File: src/rtl/emb_map.svh
// Behaviour
// - Program space 64 Kbytes, data space 16 Mbytes (24-bit pointer).
// - Select pin high: execution starts at on-chip location 0.
// - Select pin low: execution starts at external location 0.
// - Fetches above 1FFF hex always go to external program memory.
// - Both 8-bit ports are reserved for the bus during external fetches.
// - Fetch drives low PC byte, then floats the muxed port.
// - Address-latch strobe pulses while the low address byte is valid.
// - Fetch drives high PC byte, then asserts fetch strobe, samples code.
// - Program addresses are always issued as full 16 bits.
// - Bus ports serve data accesses too, never general-purpose I/O.
// - Data accesses interleave with fetches; spaces stay independent.
// - Data access latches pointer low byte before any data on port.
// - High port shows page byte for latch, then pointer high byte.
// - Idle: both strobes high, port pins hold their states.
// - Power-down: both strobes low, port pins hold their levels.
`ifndef EMB_MAP_SVH
`define EMB_MAP_SVH
`define EMB_INT_TOP 16'h1FFF
`define EMB_RESET_PC 16'h0000
`define EMB_FIFO_DEPTH 16
`define EMB_FIFO_AW 4
`define EMB_REQ_W 34
`define EMB_OP_HI 33
`define EMB_OP_LO 32
`define EMB_ADDR_HI 31
`define EMB_DATA_HI 7
`endif

File: src/rtl/emb_pkg.sv
package emb_pkg;
	typedef enum logic [1:0] {
		EMB_OP_FETCH = 2'b00,
		EMB_OP_READ = 2'b01,
		EMB_OP_WRITE = 2'b10
	} emb_op_t;
	typedef enum logic [2:0] {
		EMB_ST_IDLE = 3'b000,
		EMB_ST_ADDR = 3'b001,
		EMB_ST_LATCH = 3'b010,
		EMB_ST_STROBE = 3'b011,
		EMB_ST_SAMPLE = 3'b100
	} emb_state_t;
endpackage
File: src/rtl/emb_bus.sv
`timescale 1ns/100ps
`default_nettype none
`include "emb_map.svh"
module emb_bus
	import emb_pkg::*;
(
	input wire logic clock,
	input wire logic reset,
	input wire logic external_access_select,
	input wire logic idle_mode,
	input wire logic power_down_mode,
	input wire logic req_valid,
	output logic req_ready,
	input wire logic [1:0] req_op,
	input wire logic [23:0] req_addr,
	input wire logic [7:0] req_wdata,
	output logic rsp_valid,
	output logic [7:0] rsp_data,
	output logic rsp_internal,
	output logic [7:0] muxed_low_bus_port_o,
	output logic muxed_low_bus_port_oe,
	input wire logic [7:0] muxed_low_bus_port_i,
	output logic [7:0] high_address_port,
	output logic addr_latch_strobe,
	output logic program_fetch_strobe_n,
	output logic read_strobe_n,
	output logic write_strobe_n,
	output logic code_from_internal
);
	logic q_valid;
	logic q_ready;
	logic [`EMB_REQ_W-1:0] q_data;
	emb_state_t st_q;
	emb_state_t st_d;
	logic [23:0] addr_q;
	logic [7:0] wdata_q;
	emb_op_t op_q;
	logic [7:0] p0_q;
	logic p0_oe_q;
	logic [7:0] p2_q;
	logic ale_q;
	logic program_fetch_strobe_n_q;
	logic rd_n_q;
	logic wr_n_q;
	logic rsp_valid_q;
	logic [7:0] rsp_data_q;
	logic rsp_int_q;
	logic ea_q;
	logic held_q;

	// Buffered requests; the core stalls on req_ready when full
	emb_fifo #(
		.WIDTH(`EMB_REQ_W),
		.DEPTH(`EMB_FIFO_DEPTH),
		.AW(`EMB_FIFO_AW)
	) u_fifo (
		.clock(clock),
		.reset(reset),
		.in_valid(req_valid),
		.in_ready(req_ready),
		.in_data({req_op, req_addr[23:0], req_wdata}),
		.out_valid(q_valid),
		.out_ready(q_ready),
		.out_data(q_data)
	);

	function automatic logic fetch_internal(input logic ea,
		input logic [15:0] pc);
		fetch_internal = ea && (pc <= `EMB_INT_TOP);
	endfunction

	wire emb_op_t q_op = emb_op_t'(q_data[`EMB_OP_HI:`EMB_OP_LO]);
	wire [15:0] q_pc = q_data[`EMB_ADDR_HI-8:`EMB_DATA_HI+1];
	wire q_int = (q_op == EMB_OP_FETCH) && fetch_internal(ea_q, q_pc);
	wire halted = idle_mode || power_down_mode;
	wire start = (st_q == EMB_ST_IDLE) && q_valid && !halted;
	// Internal fetches never touch the pins
	wire start_ext = start && !q_int;
	wire is_fetch = (op_q == EMB_OP_FETCH);
	assign q_ready = start;

	always_comb begin
		st_d = st_q;
		unique case (st_q)
			EMB_ST_IDLE: begin
				if (start_ext) begin
					st_d = EMB_ST_ADDR;
				end
			end
			EMB_ST_ADDR: st_d = EMB_ST_LATCH;
			EMB_ST_LATCH: st_d = EMB_ST_STROBE;
			EMB_ST_STROBE: st_d = EMB_ST_SAMPLE;
			EMB_ST_SAMPLE: st_d = EMB_ST_IDLE;
			default: st_d = EMB_ST_IDLE;
		endcase
	end

	// Strap sampled on reset release only
	always_ff @(posedge clock or posedge reset) begin
		if (reset) begin
			ea_q <= 1'b0;
			held_q <= 1'b0;
		end else if (!held_q) begin
			ea_q <= external_access_select;
			held_q <= 1'b1;
		end
	end

	always_ff @(posedge clock or posedge reset) begin
		if (reset) begin
			st_q <= EMB_ST_IDLE;
			addr_q <= 24'h00_0000;
			wdata_q <= 8'h00;
			op_q <= EMB_OP_FETCH;
		end else begin
			st_q <= st_d;
			if (start_ext) begin
				op_q <= q_op;
				addr_q <= q_data[`EMB_ADDR_HI:`EMB_DATA_HI+1];
				wdata_q <= q_data[`EMB_DATA_HI:0];
			end
		end
	end

	// Pin drive: ports only ever carry bus cycles
	always_ff @(posedge clock or posedge reset) begin
		if (reset) begin
			p0_q <= 8'h00;
			p0_oe_q <= 1'b0;
			p2_q <= 8'h00;
			ale_q <= 1'b0;
			program_fetch_strobe_n_q <= 1'b1;
			rd_n_q <= 1'b1;
			wr_n_q <= 1'b1;
		end else if (power_down_mode && st_q == EMB_ST_IDLE) begin
			ale_q <= 1'b0;
			program_fetch_strobe_n_q <= 1'b0;
		end else if (idle_mode && st_q == EMB_ST_IDLE) begin
			ale_q <= 1'b1;
			program_fetch_strobe_n_q <= 1'b1;
		end else begin
			unique case (st_q)
				EMB_ST_IDLE: begin
					ale_q <= 1'b0;
					program_fetch_strobe_n_q <= 1'b1;
				end
				EMB_ST_ADDR: begin
					p0_q <= addr_q[7:0];
					p0_oe_q <= 1'b1;
					// Page byte first on data accesses so the extra latch catches it; fetches drive the PC high byte
					p2_q <= is_fetch ? addr_q[15:8] : addr_q[23:16];
					ale_q <= 1'b1;
				end
				EMB_ST_LATCH: begin
					ale_q <= 1'b0;
					p2_q <= addr_q[15:8];
					p0_q <= wdata_q;
					p0_oe_q <= (op_q == EMB_OP_WRITE);
				end
				EMB_ST_STROBE: begin
					program_fetch_strobe_n_q <= !is_fetch;
					rd_n_q <= !(op_q == EMB_OP_READ);
					wr_n_q <= !(op_q == EMB_OP_WRITE);
				end
				EMB_ST_SAMPLE: begin
					program_fetch_strobe_n_q <= 1'b1;
					rd_n_q <= 1'b1;
					wr_n_q <= 1'b1;
					p0_oe_q <= 1'b0;
				end
				default: begin
					p0_oe_q <= 1'b0;
				end
			endcase
		end
	end

	always_ff @(posedge clock or posedge reset) begin
		if (reset) begin
			rsp_valid_q <= 1'b0;
			rsp_data_q <= 8'h00;
			rsp_int_q <= 1'b0;
		end else begin
			rsp_valid_q <= 1'b0;
			if (start && q_int) begin
				rsp_valid_q <= 1'b1;
				rsp_int_q <= 1'b1;
				rsp_data_q <= 8'h00;
			end else if (st_q == EMB_ST_SAMPLE) begin
				rsp_valid_q <= 1'b1;
				rsp_int_q <= 1'b0;
				rsp_data_q <= (op_q == EMB_OP_WRITE) ? 8'h00 : muxed_low_bus_port_i;
			end
		end
	end

	assign muxed_low_bus_port_o = p0_q;
	assign muxed_low_bus_port_oe = p0_oe_q;
	assign high_address_port = p2_q;
	assign addr_latch_strobe = ale_q;
	assign program_fetch_strobe_n = program_fetch_strobe_n_q;
	assign read_strobe_n = rd_n_q;
	assign write_strobe_n = wr_n_q;
	assign rsp_valid = rsp_valid_q;
	assign rsp_data = rsp_data_q;
	assign rsp_internal = rsp_int_q;
	assign code_from_internal = ea_q;

	AST_ALE_LOW_VALID: assert property (@(posedge clock) disable iff (reset)
		$rose(addr_latch_strobe) && !idle_mode |-> muxed_low_bus_port_oe)
		else $error("Latch strobe without driven address");
	AST_PROGRAM_FETCH_STROBE_AFTER_ALE: assert property (@(posedge clock) disable iff (reset)
		$fell(program_fetch_strobe_n) && !power_down_mode |->
		$past(addr_latch_strobe, 2))
		else $error("Fetch strobe not two cycles after latch");
	AST_FETCH_FLOAT: assert property (@(posedge clock) disable iff (reset)
		!program_fetch_strobe_n && !power_down_mode |-> !muxed_low_bus_port_oe)
		else $error("Muxed port driven during fetch strobe");
	AST_READ_FLOAT: assert property (@(posedge clock) disable iff (reset)
		!read_strobe_n |-> !muxed_low_bus_port_oe)
		else $error("Muxed port driven during read");
	AST_WRITE_DRIVE: assert property (@(posedge clock) disable iff (reset)
		!write_strobe_n |-> muxed_low_bus_port_oe && !addr_latch_strobe)
		else $error("Write strobe without write data");
	AST_STROBE_EXCL: assert property (@(posedge clock) disable iff (reset)
		!(!read_strobe_n && !write_strobe_n) &&
		!(!program_fetch_strobe_n && !read_strobe_n && !power_down_mode))
		else $error("Overlapping memory strobes");
	AST_IDLE_HIGH: assert property (@(posedge clock) disable iff (reset)
		idle_mode && !power_down_mode && st_q == EMB_ST_IDLE ##1
		st_q == EMB_ST_IDLE |-> addr_latch_strobe && program_fetch_strobe_n)
		else $error("Strobes not high in idle");
	AST_PD_LOW: assert property (@(posedge clock) disable iff (reset)
		power_down_mode && st_q == EMB_ST_IDLE ##1 st_q == EMB_ST_IDLE |->
		!addr_latch_strobe && !program_fetch_strobe_n)
		else $error("Strobes not low in power-down");
	AST_PAGE_THEN_HIGH: assert property (@(posedge clock) disable iff (reset)
		st_q == EMB_ST_LATCH && op_q != EMB_OP_FETCH |=>
		high_address_port == addr_q[15:8] && $past(high_address_port) == addr_q[23:16])
		else $error("High port sequence wrong");

	AST_ALE_IN_LATCH: assert property (@(posedge clock) disable iff (reset)
		st_q == EMB_ST_LATCH |-> addr_latch_strobe)
		else $error("Latch strobe missing after address phase");

	AST_ALE_DROPS: assert property (@(posedge clock) disable iff (reset)
		st_q == EMB_ST_STROBE |-> !addr_latch_strobe)
		else $error("Latch strobe still high at strobe phase");

	AST_ALE_ONLY_LATCH: assert property (@(posedge clock) disable iff (reset)
		addr_latch_strobe && !idle_mode && !$past(idle_mode) |->
		st_q == EMB_ST_LATCH)
		else $error("Latch strobe outside address phase");

	AST_LOW_ADDR_ON_PORT: assert property (@(posedge clock) disable iff (reset)
		st_q == EMB_ST_LATCH |->
		muxed_low_bus_port_oe && muxed_low_bus_port_o == addr_q[7:0])
		else $error("Low address byte not driven while latched");

	AST_FETCH_HIGH_BYTE: assert property (@(posedge clock) disable iff (reset)
		st_q == EMB_ST_LATCH && op_q == EMB_OP_FETCH |->
		high_address_port == addr_q[15:8])
		else $error("Fetch high byte missing at latch");

	AST_PAGE_AT_LATCH: assert property (@(posedge clock) disable iff (reset)
		st_q == EMB_ST_LATCH && op_q != EMB_OP_FETCH |->
		high_address_port == addr_q[23:16])
		else $error("Page byte missing at latch");

	AST_HIGH_HOLDS: assert property (@(posedge clock) disable iff (reset)
		st_q == EMB_ST_SAMPLE |-> high_address_port == addr_q[15:8])
		else $error("High byte not held during strobe");

	AST_FETCH_STROBE: assert property (@(posedge clock) disable iff (reset)
		st_q == EMB_ST_SAMPLE && op_q == EMB_OP_FETCH |->
		!program_fetch_strobe_n && read_strobe_n && write_strobe_n)
		else $error("Wrong strobe for code fetch");

	AST_READ_STROBE: assert property (@(posedge clock) disable iff (reset)
		st_q == EMB_ST_SAMPLE && op_q == EMB_OP_READ |->
		!read_strobe_n && program_fetch_strobe_n && write_strobe_n &&
		!muxed_low_bus_port_oe)
		else $error("Wrong strobe or drive for data read");

	AST_WRITE_STROBE: assert property (@(posedge clock) disable iff (reset)
		st_q == EMB_ST_SAMPLE && op_q == EMB_OP_WRITE |->
		!write_strobe_n && read_strobe_n && program_fetch_strobe_n &&
		muxed_low_bus_port_oe && muxed_low_bus_port_o == wdata_q)
		else $error("Wrong strobe or data for data write");

	AST_PROGRAM_FETCH_STROBE_QUIET_DATA: assert property (@(posedge clock) disable iff (reset)
		op_q != EMB_OP_FETCH && st_q != EMB_ST_IDLE |->
		program_fetch_strobe_n)
		else $error("Fetch strobe during data cycle");

	AST_BUS_RELEASED: assert property (@(posedge clock) disable iff (reset)
		st_q == EMB_ST_IDLE && $past(st_q) == EMB_ST_SAMPLE |->
		read_strobe_n && write_strobe_n && program_fetch_strobe_n &&
		!muxed_low_bus_port_oe)
		else $error("Bus not released after cycle");

	AST_OE_IN_CYCLE: assert property (@(posedge clock) disable iff (reset)
		muxed_low_bus_port_oe |-> st_q == EMB_ST_LATCH ||
		st_q == EMB_ST_STROBE || st_q == EMB_ST_SAMPLE)
		else $error("Muxed port driven outside a bus cycle");

	AST_CYCLE_ORDER: assert property (@(posedge clock) disable iff (reset)
		st_q == EMB_ST_ADDR |=> st_q == EMB_ST_LATCH ##1
		st_q == EMB_ST_STROBE ##1 st_q == EMB_ST_SAMPLE ##1
		st_q == EMB_ST_IDLE)
		else $error("Bus cycle phases out of order");

	AST_EXT_RSP: assert property (@(posedge clock) disable iff (reset)
		st_q == EMB_ST_SAMPLE |=> rsp_valid && !rsp_internal)
		else $error("No response after external cycle");

	AST_WRITE_RSP_ZERO: assert property (@(posedge clock) disable iff (reset)
		st_q == EMB_ST_SAMPLE && op_q == EMB_OP_WRITE |=> rsp_data == 8'h00)
		else $error("Write response carries data");

	AST_READ_SAMPLED: assert property (@(posedge clock) disable iff (reset)
		st_q == EMB_ST_SAMPLE && op_q != EMB_OP_WRITE |=>
		rsp_data == $past(muxed_low_bus_port_i))
		else $error("Returned byte not the sampled port");

	AST_INT_NO_PINS: assert property (@(posedge clock) disable iff (reset)
		start && q_int |=> st_q == EMB_ST_IDLE && rsp_valid && rsp_internal)
		else $error("Internal fetch touched the bus");

	AST_EXT_STRAP_FETCH: assert property (@(posedge clock) disable iff (reset)
		start && q_op == EMB_OP_FETCH && !code_from_internal |=>
		st_q == EMB_ST_ADDR)
		else $error("External strap fetch stayed on chip");

	AST_HIGH_PC_EXTERNAL: assert property (@(posedge clock) disable iff (reset)
		start && q_op == EMB_OP_FETCH && q_pc > `EMB_INT_TOP |=>
		st_q == EMB_ST_ADDR)
		else $error("Fetch above on-chip space stayed on chip");

	AST_HALT_NO_START: assert property (@(posedge clock) disable iff (reset)
		halted && st_q == EMB_ST_IDLE |=> st_q == EMB_ST_IDLE)
		else $error("Bus cycle started while halted");

	AST_IDLE_PORT_HOLD: assert property (@(posedge clock) disable iff (reset)
		idle_mode && st_q == EMB_ST_IDLE ##1 st_q == EMB_ST_IDLE |->
		$stable(muxed_low_bus_port_o) && $stable(high_address_port) &&
		$stable(muxed_low_bus_port_oe))
		else $error("Port pins moved in idle");

	AST_PD_PORT_HOLD: assert property (@(posedge clock) disable iff (reset)
		power_down_mode && st_q == EMB_ST_IDLE ##1 st_q == EMB_ST_IDLE |->
		$stable(muxed_low_bus_port_o) && $stable(high_address_port) &&
		$stable(muxed_low_bus_port_oe))
		else $error("Port pins moved in power-down");
endmodule
`default_nettype wire

File: src/rtl/emb_fifo.sv
`timescale 1ns/100ps
`default_nettype none
module emb_fifo #(
	parameter int WIDTH = 34,
	parameter int DEPTH = 16,
	parameter int AW = 4
) (
	input wire logic clock,
	input wire logic reset,
	input wire logic in_valid,
	output logic in_ready,
	input wire logic [WIDTH-1:0] in_data,
	output logic out_valid,
	input wire logic out_ready,
	output logic [WIDTH-1:0] out_data
);
	logic [WIDTH-1:0] mem [DEPTH];
	logic [AW:0] wr_q;
	logic [AW:0] rd_q;
	wire full = (wr_q[AW] != rd_q[AW]) && (wr_q[AW-1:0] == rd_q[AW-1:0]);
	wire empty = (wr_q == rd_q);
	wire push = in_valid && !full;
	wire pop = out_valid && out_ready;
	assign in_ready = !full;
	assign out_valid = !empty;
	assign out_data = mem[rd_q[AW-1:0]];
	always_ff @(posedge clock) begin
		if (push) begin
			mem[wr_q[AW-1:0]] <= in_data;
		end
	end
	always_ff @(posedge clock or posedge reset) begin
		if (reset) begin
			wr_q <= '0;
			rd_q <= '0;
		end else begin
			if (push) begin
				wr_q <= wr_q + 1'b1;
			end
			if (pop) begin
				rd_q <= rd_q + 1'b1;
			end
		end
	end
endmodule
`default_nettype wire

File: config.mk
export PLATFORM = sky130hd
export DESIGN_NAME = emb_bus
export DESIGN_NICKNAME = d
export VERILOG_FILES = /design/src/rtl/emb_pkg.sv /design/src/rtl/emb_bus.sv /design/src/rtl/emb_fifo.sv
export VERILOG_INCLUDE_DIRS = /design/src /design/src/rtl
export SDC_FILE = /design/constraint.sdc
export NUM_CORES = 1
export LEC_CHECK = 0
export ABC_AREA = 1
export ABC_CLOCK_PERIOD_IN_PS = 4900
export BUFFER_PORTS_ARGS = -buffer_cell sky130_fd_sc_hd__buf_4
export CAP_MARGIN = 10
export CELL_PAD_IN_SITES_DETAIL_PLACEMENT = 1
export CELL_PAD_IN_SITES_GLOBAL_PLACEMENT = 1
export CORE_MARGIN = 3
export CORE_UTILIZATION = 55
export CTS_CLUSTER_DIAMETER = 150
export CTS_CLUSTER_SIZE = 10
export DETAILED_ROUTE_END_ITERATION = 10
export HOLD_SLACK_MARGIN = 0.06
export PLACE_DENSITY_LB_ADDON = 0.1
export SLEW_MARGIN = 20
export SYNTH_ARGS = -nofsm -noshare
export SYNTH_HDL_FRONTEND = slang
export SYNTH_SLANG_ARGS = --single-unit
File: constraint.sdc
create_clock -name clock -period 4.9 [get_ports clock]
set_input_delay 0.245 -clock clock [delete_from_list [all_inputs] [get_ports clock]]
set_output_delay 0.245 -clock clock [all_outputs]
set_load 0.05 [all_outputs]
==> results of run 1 <==
## what timing repair did
item	4_1_cts	5_1_grt
endpoints found under the hold margin	594	0
hold buffers	47	0
endpoints found under the setup margin	0	0
## layer usage
layer | part of all wire | GRT usage | vias to the layer above
li1 | - | - | 7382
met1 | 0.40 | 0.4237 | 8748
met2 | 0.49 | 0.5243 | 809
met3 | 0.082 | 0.06897 | 161
met4 | 0.034 | 0.1281 | 0
met5 | 0 | 0 | -
## sequential cells by signal, indices dropped and copies added, names as in the netlist
signal	cells
muxed_low_bus_port_o	8
op_q	2
u_fifo.mem	544
rsp_valid	1
st_q	3
code_from_internal	1
read_strobe_n	1
addr_q	24
wdata_q	8
addr_latch_strobe	1
rsp_internal	1
muxed_low_bus_port_oe	1
program_fetch_strobe_n	1
u_fifo.rd_q	5
u_fifo.wr_q	5
held_q	1
high_address_port	8
write_strobe_n	1
rsp_data	8
## how the worst min path moves through the flow
stage / start / end / slack [ps] / depth (start not counted)
floorplan: req_wdata[0] / u_fifo.mem[0][0] / 340 / 0
global placement: reset / u_fifo.rd_q[4] / 390 / 2
detailed placement: reset / u_fifo.rd_q[4] / 400 / 2
CTS: reset / u_fifo.wr_q[3] / 300 / 3
global route: reset / u_fifo.wr_q[3] / 360 / 3
finish: reset / u_fifo.wr_q[3] / 310 / 3
## critical path: cells and delay by family, from the launching register on
| family | cells | cell delay (ps) |
|---|---|---|
| buf+inv | 2 | 1750 |
| compound gates | 2 | 680 |
| flops | 1 | 690 |
| simple gates | 4 | 450 |
## kinds of logic (layout without fill, tap and decap cells)
logic type	after synthesis	in the layout
other cells	1	1
xor+xnor	11	11
simple gates	739	739
buf+inv	199	368
compound gates	408	408
flops	624	624
fa+ha+maj	5	5
## final cells by class
| cell class | instances | area, um2 |
|---|---|---|
| fill | 4276 | 15810 |
| multi-input combinational | 1164 | 5662 |
| tap | 592 | 740.7 |
| timing repair buffer | 168 | 1383 |
| sequential | 624 | 18350 |
| clock buffer | 118 | 2038 |
| clock inverter | 4 | 35.03 |
| inverter | 78 | 300.3 |
## through the flow
| stage | hold WS [ps] | utilization | power, mW | setup slack (ps) | std cells |
|---|---|---|---|---|---|
| final | 307.9 | 0.6433 | 18.02 | 1180 | 2748 |
| after global placement | 389.7 | 0.5858 | 12.73 | 1563 | 2579 |
| after detailed placement | 401.5 | 0.5858 | 13.01 | 1383 | 2579 |
| after floorplan | 343.9 | - | 10.83 | 1285 | 1987 |
| after CTS | 300.6 | 0.6432 | 17.99 | 1210 | 2748 |
| after global routing | 364.0 | 0.6433 | 18.88 | 907.0 | 2748 |
## report_power, final
part / switching, mW / internal (mW)
Sequential: 0.460 / 6.59
Combinational: 4.53 / 1.57
Clock: 2.05 / 2.83
Total: 7.04 / 11.0
## cells in the final DEF (no fill, tap or decap), types with 2 or more instances in the layout
master,n
edfxtp_1,544
nand2_1,291
nor2_1,275
o21ai_0,273
nand3_1,131
buf_4,120
clkbuf_16,75
dfrtp_1,74
inv_1,70
o221ai_1,58
o22ai_1,58
dlygate4sd3_1,47
clkbuf_1,43
nor2_4,19
xor2_1,11
nand2_2,10
a21oi_1,10
nand4_1,9
o21ai_1,5
ha_1,5
inv_6,4
clkinv_1,3
dfstp_2,3
clkinv_2,2
inv_2,2
dfrtp_4,2
==> flow_summary.json, run 1 <==
{
  "ir_drop_v": 0.0003794,
  "syn_to_final_growth_pct": 15.20,
  "drcViolationCount": 0,
  "final_nets": 2161,
  "ys_warn_count": 0,
  "hp-class": "in2async",
  "start_util": 0.5584,
  "synth_fp_nets": 2040,
  "yosysMostFrequentCell": "edfxtp_1",
  "r2r_slack_ps": 1180,
  "synth_compound_area_frac": 0.09480,
  "avgRoutedWirePerCell_um": 27.39,
  "status": "completed",
  "syn_area_um2": 24750,
  "via_per_inst": 6.223,
  "antenna_found_initial": 0,
  "required_ps": 5420,
  "cts_tree": "built",
  "r2r-end": "addr_q[11]",
  "grt.total_usage": 0.3206,
  "worstMarginPinSlew_ps": 1152,
  "clk_path_buf_depth": 3,
  "worst_r2r_path_depth": 8,
  "firstDrtPassIters": 5,
  "antenna_cells": 0,
  "cts_resized": 0,
  "yosys.area_share.simple": 0.1224,
  "post_synth.cell_area_avg_um2": 12.45,
  "muxShareOfSynthArea": 0,
  "synth_common_cells": "edfxtp_1, nand2_1, nor2_1",
  "synthTopCellsByArea": "edfxtp_1, dfrtp_1, o21ai_0",
  "synth_seq_area_share": 0.7411,
  "cts_sinks": 624,
  "root_buffer": "clkbuf_16",
  "fin_crit_sh": 0.7592,
  "maxSlewHeadroom": 0.2320,
  "drv_cap": 0,
  "cts.reportedPaths.clkPinSlew_ps": 60,
  "p_per_area_nw_per_um2": 632.0,
  "setup_tns_ps": 0,
  "endpoint": "addr_q[11]",
  "place_area_um2": 25960,
  "rsz0062_at_grt": "false",
  "path_max_fanout": 101,
  "drtIter0Drc": 1840,
  "worstSkewPairLatency_ps": 610,
  "pin_count": 81,
  "synth_top_family_by_area": "simple AND/OR/NAND/NOR gates",
  "synth-xor-area-share": 0.003893,
  "grt.overflow.total": 0,
  "cts_buffers": 72,
  "postLayoutCellArea_um2": 28510,
  "wl_mm": 75.27,
  "end_kind": "register",
  "finalCriticalPeriod_ps": 3720,
  "fmax_mhz": 268.8,
  "max_stage_delay_ps": 920,
  "ys.flop_type": "edfxtp_1",
  "die_w_um": 218.1,
  "critical_path_class": "reg2reg",
  "async_reset_ff_frac": 0.1282,
  "ant_nets": 0,
  "first_global_vias": 18128,
  "startpoint": "u_fifo.rd_q[0]",
  "setup_violations": 0,
  "ys_ff_latch": 624,
  "post_cts_buffers": 0,
  "vias": 17100,
  "cp-start-kind": "register",
  "num_rows": 77,
  "die_h_um": 218.1,
  "netlist.area_leader.share": 0.6601,
  "synthAdderAreaFrac": 0.002528,
  "place.gp.congestion": 0.7862,
  "crit_slowest_cell": "buf_4",
  "die-area_um2": 47580,
  "clock-skew-final_ps": 36.52,
  "synth_top_cell_by_area": "edfxtp_1",
  "yosysUniqueCellTypes": 35,
  "synthCells": 1987,
  "htreeDepth": 3,
  "drv_slew": 0,
  "worstPathArrival_ps": 4240,
  "synth_edf_count": 544,
  "hold_violations": 0,
  "grt_max_degree": 115,
  "coreArea_um2": 44320,
  "dp_hpwl_mm": 39.17,
  "crit_top_cell": "nand3_1",
  "cp_cell_sequence": "buf_4, buf_4, o21ai_0, o221ai_1, nand3_1, nand3_1, nand3_1, nand2_1",
  "grt_pass1_wl_mm": 112.1,
  "r2r_start": "u_fifo.rd_q[0]",
  "drive_gt1_frac": 0.1127,
  "port_buffers": 80,
  "p_leak_nw": 10.25
}
Power figures use the tool's default switching activity.
==> run 2: changes to the inputs <==
ABC_AREA = 0   (was 1)
ABC_CLOCK_PERIOD_IN_PS = 3600   (was 4900)
CORE_UTILIZATION = 54   (was 55)
clock period = 3.6 ns   (was 4.9 ns; I/O delays follow)
==> flow_summary.json, run 2 <==
{
  "yosysMostFrequentCell": "edfxtp_1",
  "r2r_start": "u_fifo.rd_q[1]",
  "setup_tns_ps": 0,
  "place_worst_setup_slack_ps": 531.8,
  "setup_violations": 0,
  "fin_crit_sh": 0.8577,
  "htreeDepth": 3,
  "synth_common_cells": "edfxtp_1, mux4_2, dfrtp_1",
  "netlist.area_leader.share": 0.6666,
  "avgRoutedWirePerCell_um": 29.02,
  "cp_num_cells": 8,
  "final_nets": 1425,
  "largest_register_ff_count": 544,
  "wl_met3_mm": 3.405,
  "fill_cells": 3666,
  "coreArea_um2": 44510,
  "synth_seq_area_share": 0.7484,
  "stdcell_count": 2004,
  "path_max_fanout": 32,
  "cts_buffers": 72,
  "synthTopCellsByArea": "edfxtp_1, mux4_2, dfrtp_1",
  "synthCells": 1194,
  "pin_count": 81,
  "first_global_vias": 13214,
  "via_per_inst": 6.106,
  "drt-met1-wl_mm": 25.14,
  "synth_edf_count": 544,
  "min_path_cells": 4,
  "worstHoldStart": "req_valid",
  "drtIter0Drc": 1253,
  "wl_met2_mm": 28.37,
  "finalCriticalPeriod_ps": 3088,
  "r2r-end": "addr_q[7]",
  "ant_nets": 0,
  "firstDrtPassIters": 5,
  "cp-start-kind": "register",
  "place.gp.congestion": 0.7668,
  "p_per_area_nw_per_um2": 819.3,
  "cts.reportedPaths.clkPinSlew_ps": 60,
  "vias": 12236,
  "cp_cell_sequence": "buf_4, mux4_1, mux2_2, nor2_2, a32oi_2, o21ai_4, buf_12, mux2_2",
  "worst_r2r_path_depth": 8,
  "dp_hpwl_mm": 31.34,
  "drv_slew": 0,
  "max_stage_delay_ps": 600,
  "drcViolationCount": 0,
  "worstPathArrival_ps": 3560,
  "most-common-layout-cells": "edfxtp_1, mux4_2, buf_4",
  "critical_path_class": "reg2reg",
  "antenna_found_initial": 2,
  "clock-skew-final_ps": 16.49,
  "hold_violations": 0,
  "grt_max_degree": 84,
  "ys_warn_count": 0,
  "worstSkewPairLatency_ps": 590,
  "num_rows": 77,
  "r2r_slack_ps": 510,
  "post_cts_buffers": 0,
  "synth_fp_nets": 1247,
  "required_ps": 4070,
  "clk_path_buf_depth": 3,
  "drv_cap": 0,
  "status": "completed",
  "setup_slack_ps": 512.3,
  "critPathTopFamily": "multiplexers",
  "ir_drop_v": 0.0005444,
  "synth_top_cell_by_area": "edfxtp_1",
  "final_util": 0.6425,
  "die_w_um": 219.0,
  "post_synth.cell_area_avg_um2": 20.52,
  "start_util": 0.5506,
  "worstHoldEndpoint": "u_fifo.wr_q[0]",
  "ys.flop_type": "edfxtp_1",
  "syn_to_final_growth_pct": 16.69,
  "crit_buf_inv": 2,
  "grt.overflow.total": 0,
  "cts_sinks": 624,
  "async_reset_ff_frac": 0.1282,
  "root_buffer": "clkbuf_16",
  "hp-class": "in2reg",
  "drive_gt1_frac": 0.2863,
  "syn_area_um2": 24510,
  "crit_top_cell": "mux2_2",
  "worstMarginPinSlew_ps": 1093,
  "port_buffers": 80,
  "end_kind": "register",
  "grt_pass1_wl_mm": 86.49,
  "crit_slowest_cell": "mux4_1",
  "wl_mm": 58.15,
  "maxSlewHeadroom": 0.2695,
  "fmax_mhz": 323.9,
  "die_h_um": 219.0,
  "placed_cells": 1843,
  "ys_ff_latch": 624,
  "p_leak_nw": 9.705,
  "yosysUniqueCellTypes": 47,
  "routed.top_layer": "met5",
  "grt.total_usage": 0.2507,
  "die-area_um2": 47970,
  "rsz0062_at_grt": "false",
  "cts_tree": "built",
  "mostFrequentLayoutCell": "edfxtp_1",
  "hold_ws_ps": 101.7
}
## run 2: changes by cell type after synthesis, moves of 49 or more
cell / before / now
nand3_1: 131 / 10
o22ai_1: 58 / 9
clkbuf_1: 76 / 24
nor2_1: 291 / 50
o221ai_1: 58 / 0
o21ai_0: 273 / 20
nand2_1: 291 / 28
mux4_2: 0 / 133
inv_1: 71 / 6
## run 2: metal layers
layer | GRT usage | up-vias
met5 | 0 | -
met4 | 0.07496 | 2
met3 | 0.04556 | 80
met2 | 0.4058 | 395
met1 | 0.3551 | 6554
li1 | - | 5205
## run 2: cells by family after synthesis
family / synth area share
DFF: 0.7484
muxes: 0.1716
and+or+nand+nor: 0.02834
AOI/OAI and AO/OA: 0.02757
buffers and inverters: 0.01634
xor gates and xnor gates: 0.005004
adders and majority gates: 0.002553
other: 0.0001530
## run 2: how the worst max path moves through the flow
stage / start / end / slack [ps]
finish: u_fifo.rd_q[1] / addr_q[7] / 510
detailed placement: u_fifo.rd_q[1] / addr_q[7] / 530
floorplan: u_fifo.rd_q[2] / u_fifo.mem[11][0] / -370
CTS: u_fifo.rd_q[1] / addr_q[7] / 510
global placement: u_fifo.rd_q[1] / addr_q[7] / 610
global route: u_fifo.rd_q[1] / addr_q[6] / 400
## run 2: through the flow
step,power (mW),area [um2]
2_1_floorplan,14.89,24530
3_3_place_gp,16.99,26130
3_5_place_dp,17.19,26140
4_1_cts,23.67,28590
5_1_grt,24.56,28600
6_report,23.43,28600
## run 2: area by class of cell
type	count	area, um2	share of cell area
diodes	1	2.502	0.00008751
clock buffers	108	1937	0.06773
clock inverters	5	51.30	0.001794
inverters	6	27.53	0.0009626
multi-input cells	495	5892	0.2060
flip-flops and latches	624	18350	0.6418
well taps	592	740.7	0.02590
repair buffers	173	1592	0.05566
## run 2: worst register-to-register path, cell delays in order, from the launching register on
cell and delay (ps):
dfrtp_4 510, buf_4 370, mux4_1 620, mux2_2 300, nor2_2 140, a32oi_2 120, o21ai_4 200, buf_12 290
mux2_2 430
## run 2: repair_timing
item,4_1_cts,5_1_grt
hold buffers,47,0
gates resized for setup,0,0
hold endpoints to repair,615,0
## run 2: power by group
part           internal [mW]  total (mW)  switching (mW)
Combinational           3.26        7.54            4.29
Sequential              8.98        9.53           0.549
Clock                   3.69        6.35            2.67
==> run 3: changes to the inputs <==
PLACE_DENSITY = 0.88   (was default)
PLACE_DENSITY_LB_ADDON = default   (was 0.1)
==> flow_summary.json, run 3 (synthesis gave the netlist of run 2 again) <==
{
  "grt_pass1_wl_mm": 95.23,
  "fin_crit_sh": 0.9125,
  "hp-class": "in2reg",
  "p_leak_nw": 9.733,
  "cts.reportedPaths.clkPinSlew_ps": 70,
  "via_per_inst": 6.379,
  "critical_path_class": "reg2reg",
  "end_kind": "register",
  "final_nets": 1423,
  "drtIter0Drc": 1457,
  "drive_gt1_frac": 0.2860,
  "path_max_fanout": 62,
  "antenna_found_initial": 0,
  "die-area_um2": 47970,
  "first_global_vias": 14086,
  "postLayoutCellArea_um2": 28590,
  "port_buffers": 80,
  "most-common-layout-cells": "edfxtp_1, mux4_2, buf_4",
  "rsz0062_at_grt": "false",
  "p_per_area_nw_per_um2": 844.2,
  "worstPathArrival_ps": 3760,
  "vias": 12853,
  "num_rows": 77,
  "dp_hpwl_mm": 33.53,
  "grt_max_degree": 124,
  "htreeDepth": 3,
  "required_ps": 4070,
  "root_buffer": "clkbuf_16",
  "die_h_um": 219.0,
  "cts_resized": 0,
  "total_power_mw": 24.14,
  "cts_tree": "built",
  "drv_cap": 0,
  "start_util": 0.5506,
  "largest_register_ff_count": 544,
  "wl_mm": 63.59,
  "worstMarginPinSlew_ps": 1143,
  "die_w_um": 219.0,
  "antenna_cells": 0,
  "clk_path_buf_depth": 3,
  "clock-skew-final_ps": 31.87,
  "firstDrtPassIters": 7,
  "post_cts_buffers": 0,
  "place_area_um2": 26000,
  "ant_nets": 0,
  "avgRoutedWirePerCell_um": 31.56,
  "drv_slew": 0,
  "setup_violations": 0,
  "worstSkewPairLatency_ps": 600,
  "syn_to_final_growth_pct": 16.68,
  "cts_sinks": 624,
  "final_util": 0.6424,
  "pin_count": 81,
  "drcViolationCount": 0,
  "coreArea_um2": 44510,
  "mostFrequentLayoutCell": "edfxtp_1",
  "cts_buffers": 72,
  "grt.total_usage": 0.2745,
  "ctsHoldBuffers": 46,
  "place.gp.congestion": 0.7673,
  "fmax_mhz": 304.4,
  "status": "completed",
  "finalCriticalPeriod_ps": 3285,
  "hold_violations": 0,
  "grt.overflow.total": 0,
  "maxSlewHeadroom": 0.2361,
  "ir_drop_v": 0.0008636,
  "cp-start-kind": "register"
}
run 3: per-stage QoR:
stage	std cells	TNS [ps]	hold WS, ps	worst slack (ps)
after global placement	1842	0	394.2	527.6
after floorplan	1194	-132220	278.9	-375.0
after CTS	2015	0	170.8	306.5
after detailed placement	1842	0	419.6	349.4
final	2015	0	209.9	314.9
after global routing	2015	0	205.6	196.5
run 3: path summary, 6_finish.rpt:
path,startpoint,end,slack [ps],cells after the start
setup reg to reg,u_fifo.rd_q[1],addr_q[7],310,9
max in group asynchronous,reset,addr_q[22],2180,4
hold / removal,req_valid,u_fifo.wr_q[1],210,3
min in group asynchronous,reset,rsp_data[6],360,3
setup / recovery,u_fifo.rd_q[1],addr_q[7],310,9
hold reg to reg,rsp_internal,rsp_internal,490,1
run 3: worst max-delay path: stages, from the launching register on:
cell and delay [ps]:
dfrtp_4 520, buf_4 340, buf_12 370, mux4_2 370, mux2i_1 200, and2_1 230, a32oi_2 190, o21ai_4 200
buf_12 320, mux2_2 400
run 3: final cells by class:
cell class | instances | area (um2)
clock buffer | 124 | 2103
clock inverter | 3 | 26.28
tap | 592 | 740.7
sequential | 624 | 18350
fill | 3656 | 15920
multi-input combinational | 495 | 5894
inverter | 6 | 25.02
timing repair buffer | 171 | 1449
run 3: report_power, final:
group          switching, mW  internal (mW)  total [mW]  leakage [nW]
clock network           2.78           3.95        6.73          1.02
logic                   4.54           3.24        7.78          2.85
registers              0.634           8.99        9.62          5.87
total                   7.96           16.2        24.1          9.73
run 3: metal layers:
metal	up-vias	part of all wire	wire [um]	global-route usage
met5	-	0	0	0
met3	145	0.077	4924	0.05109
li1	5209	-	-	-
met2	707	0.51	32140	0.4546
met4	0	0.031	1987	0.09613
met1	6792	0.39	24540	0.3720
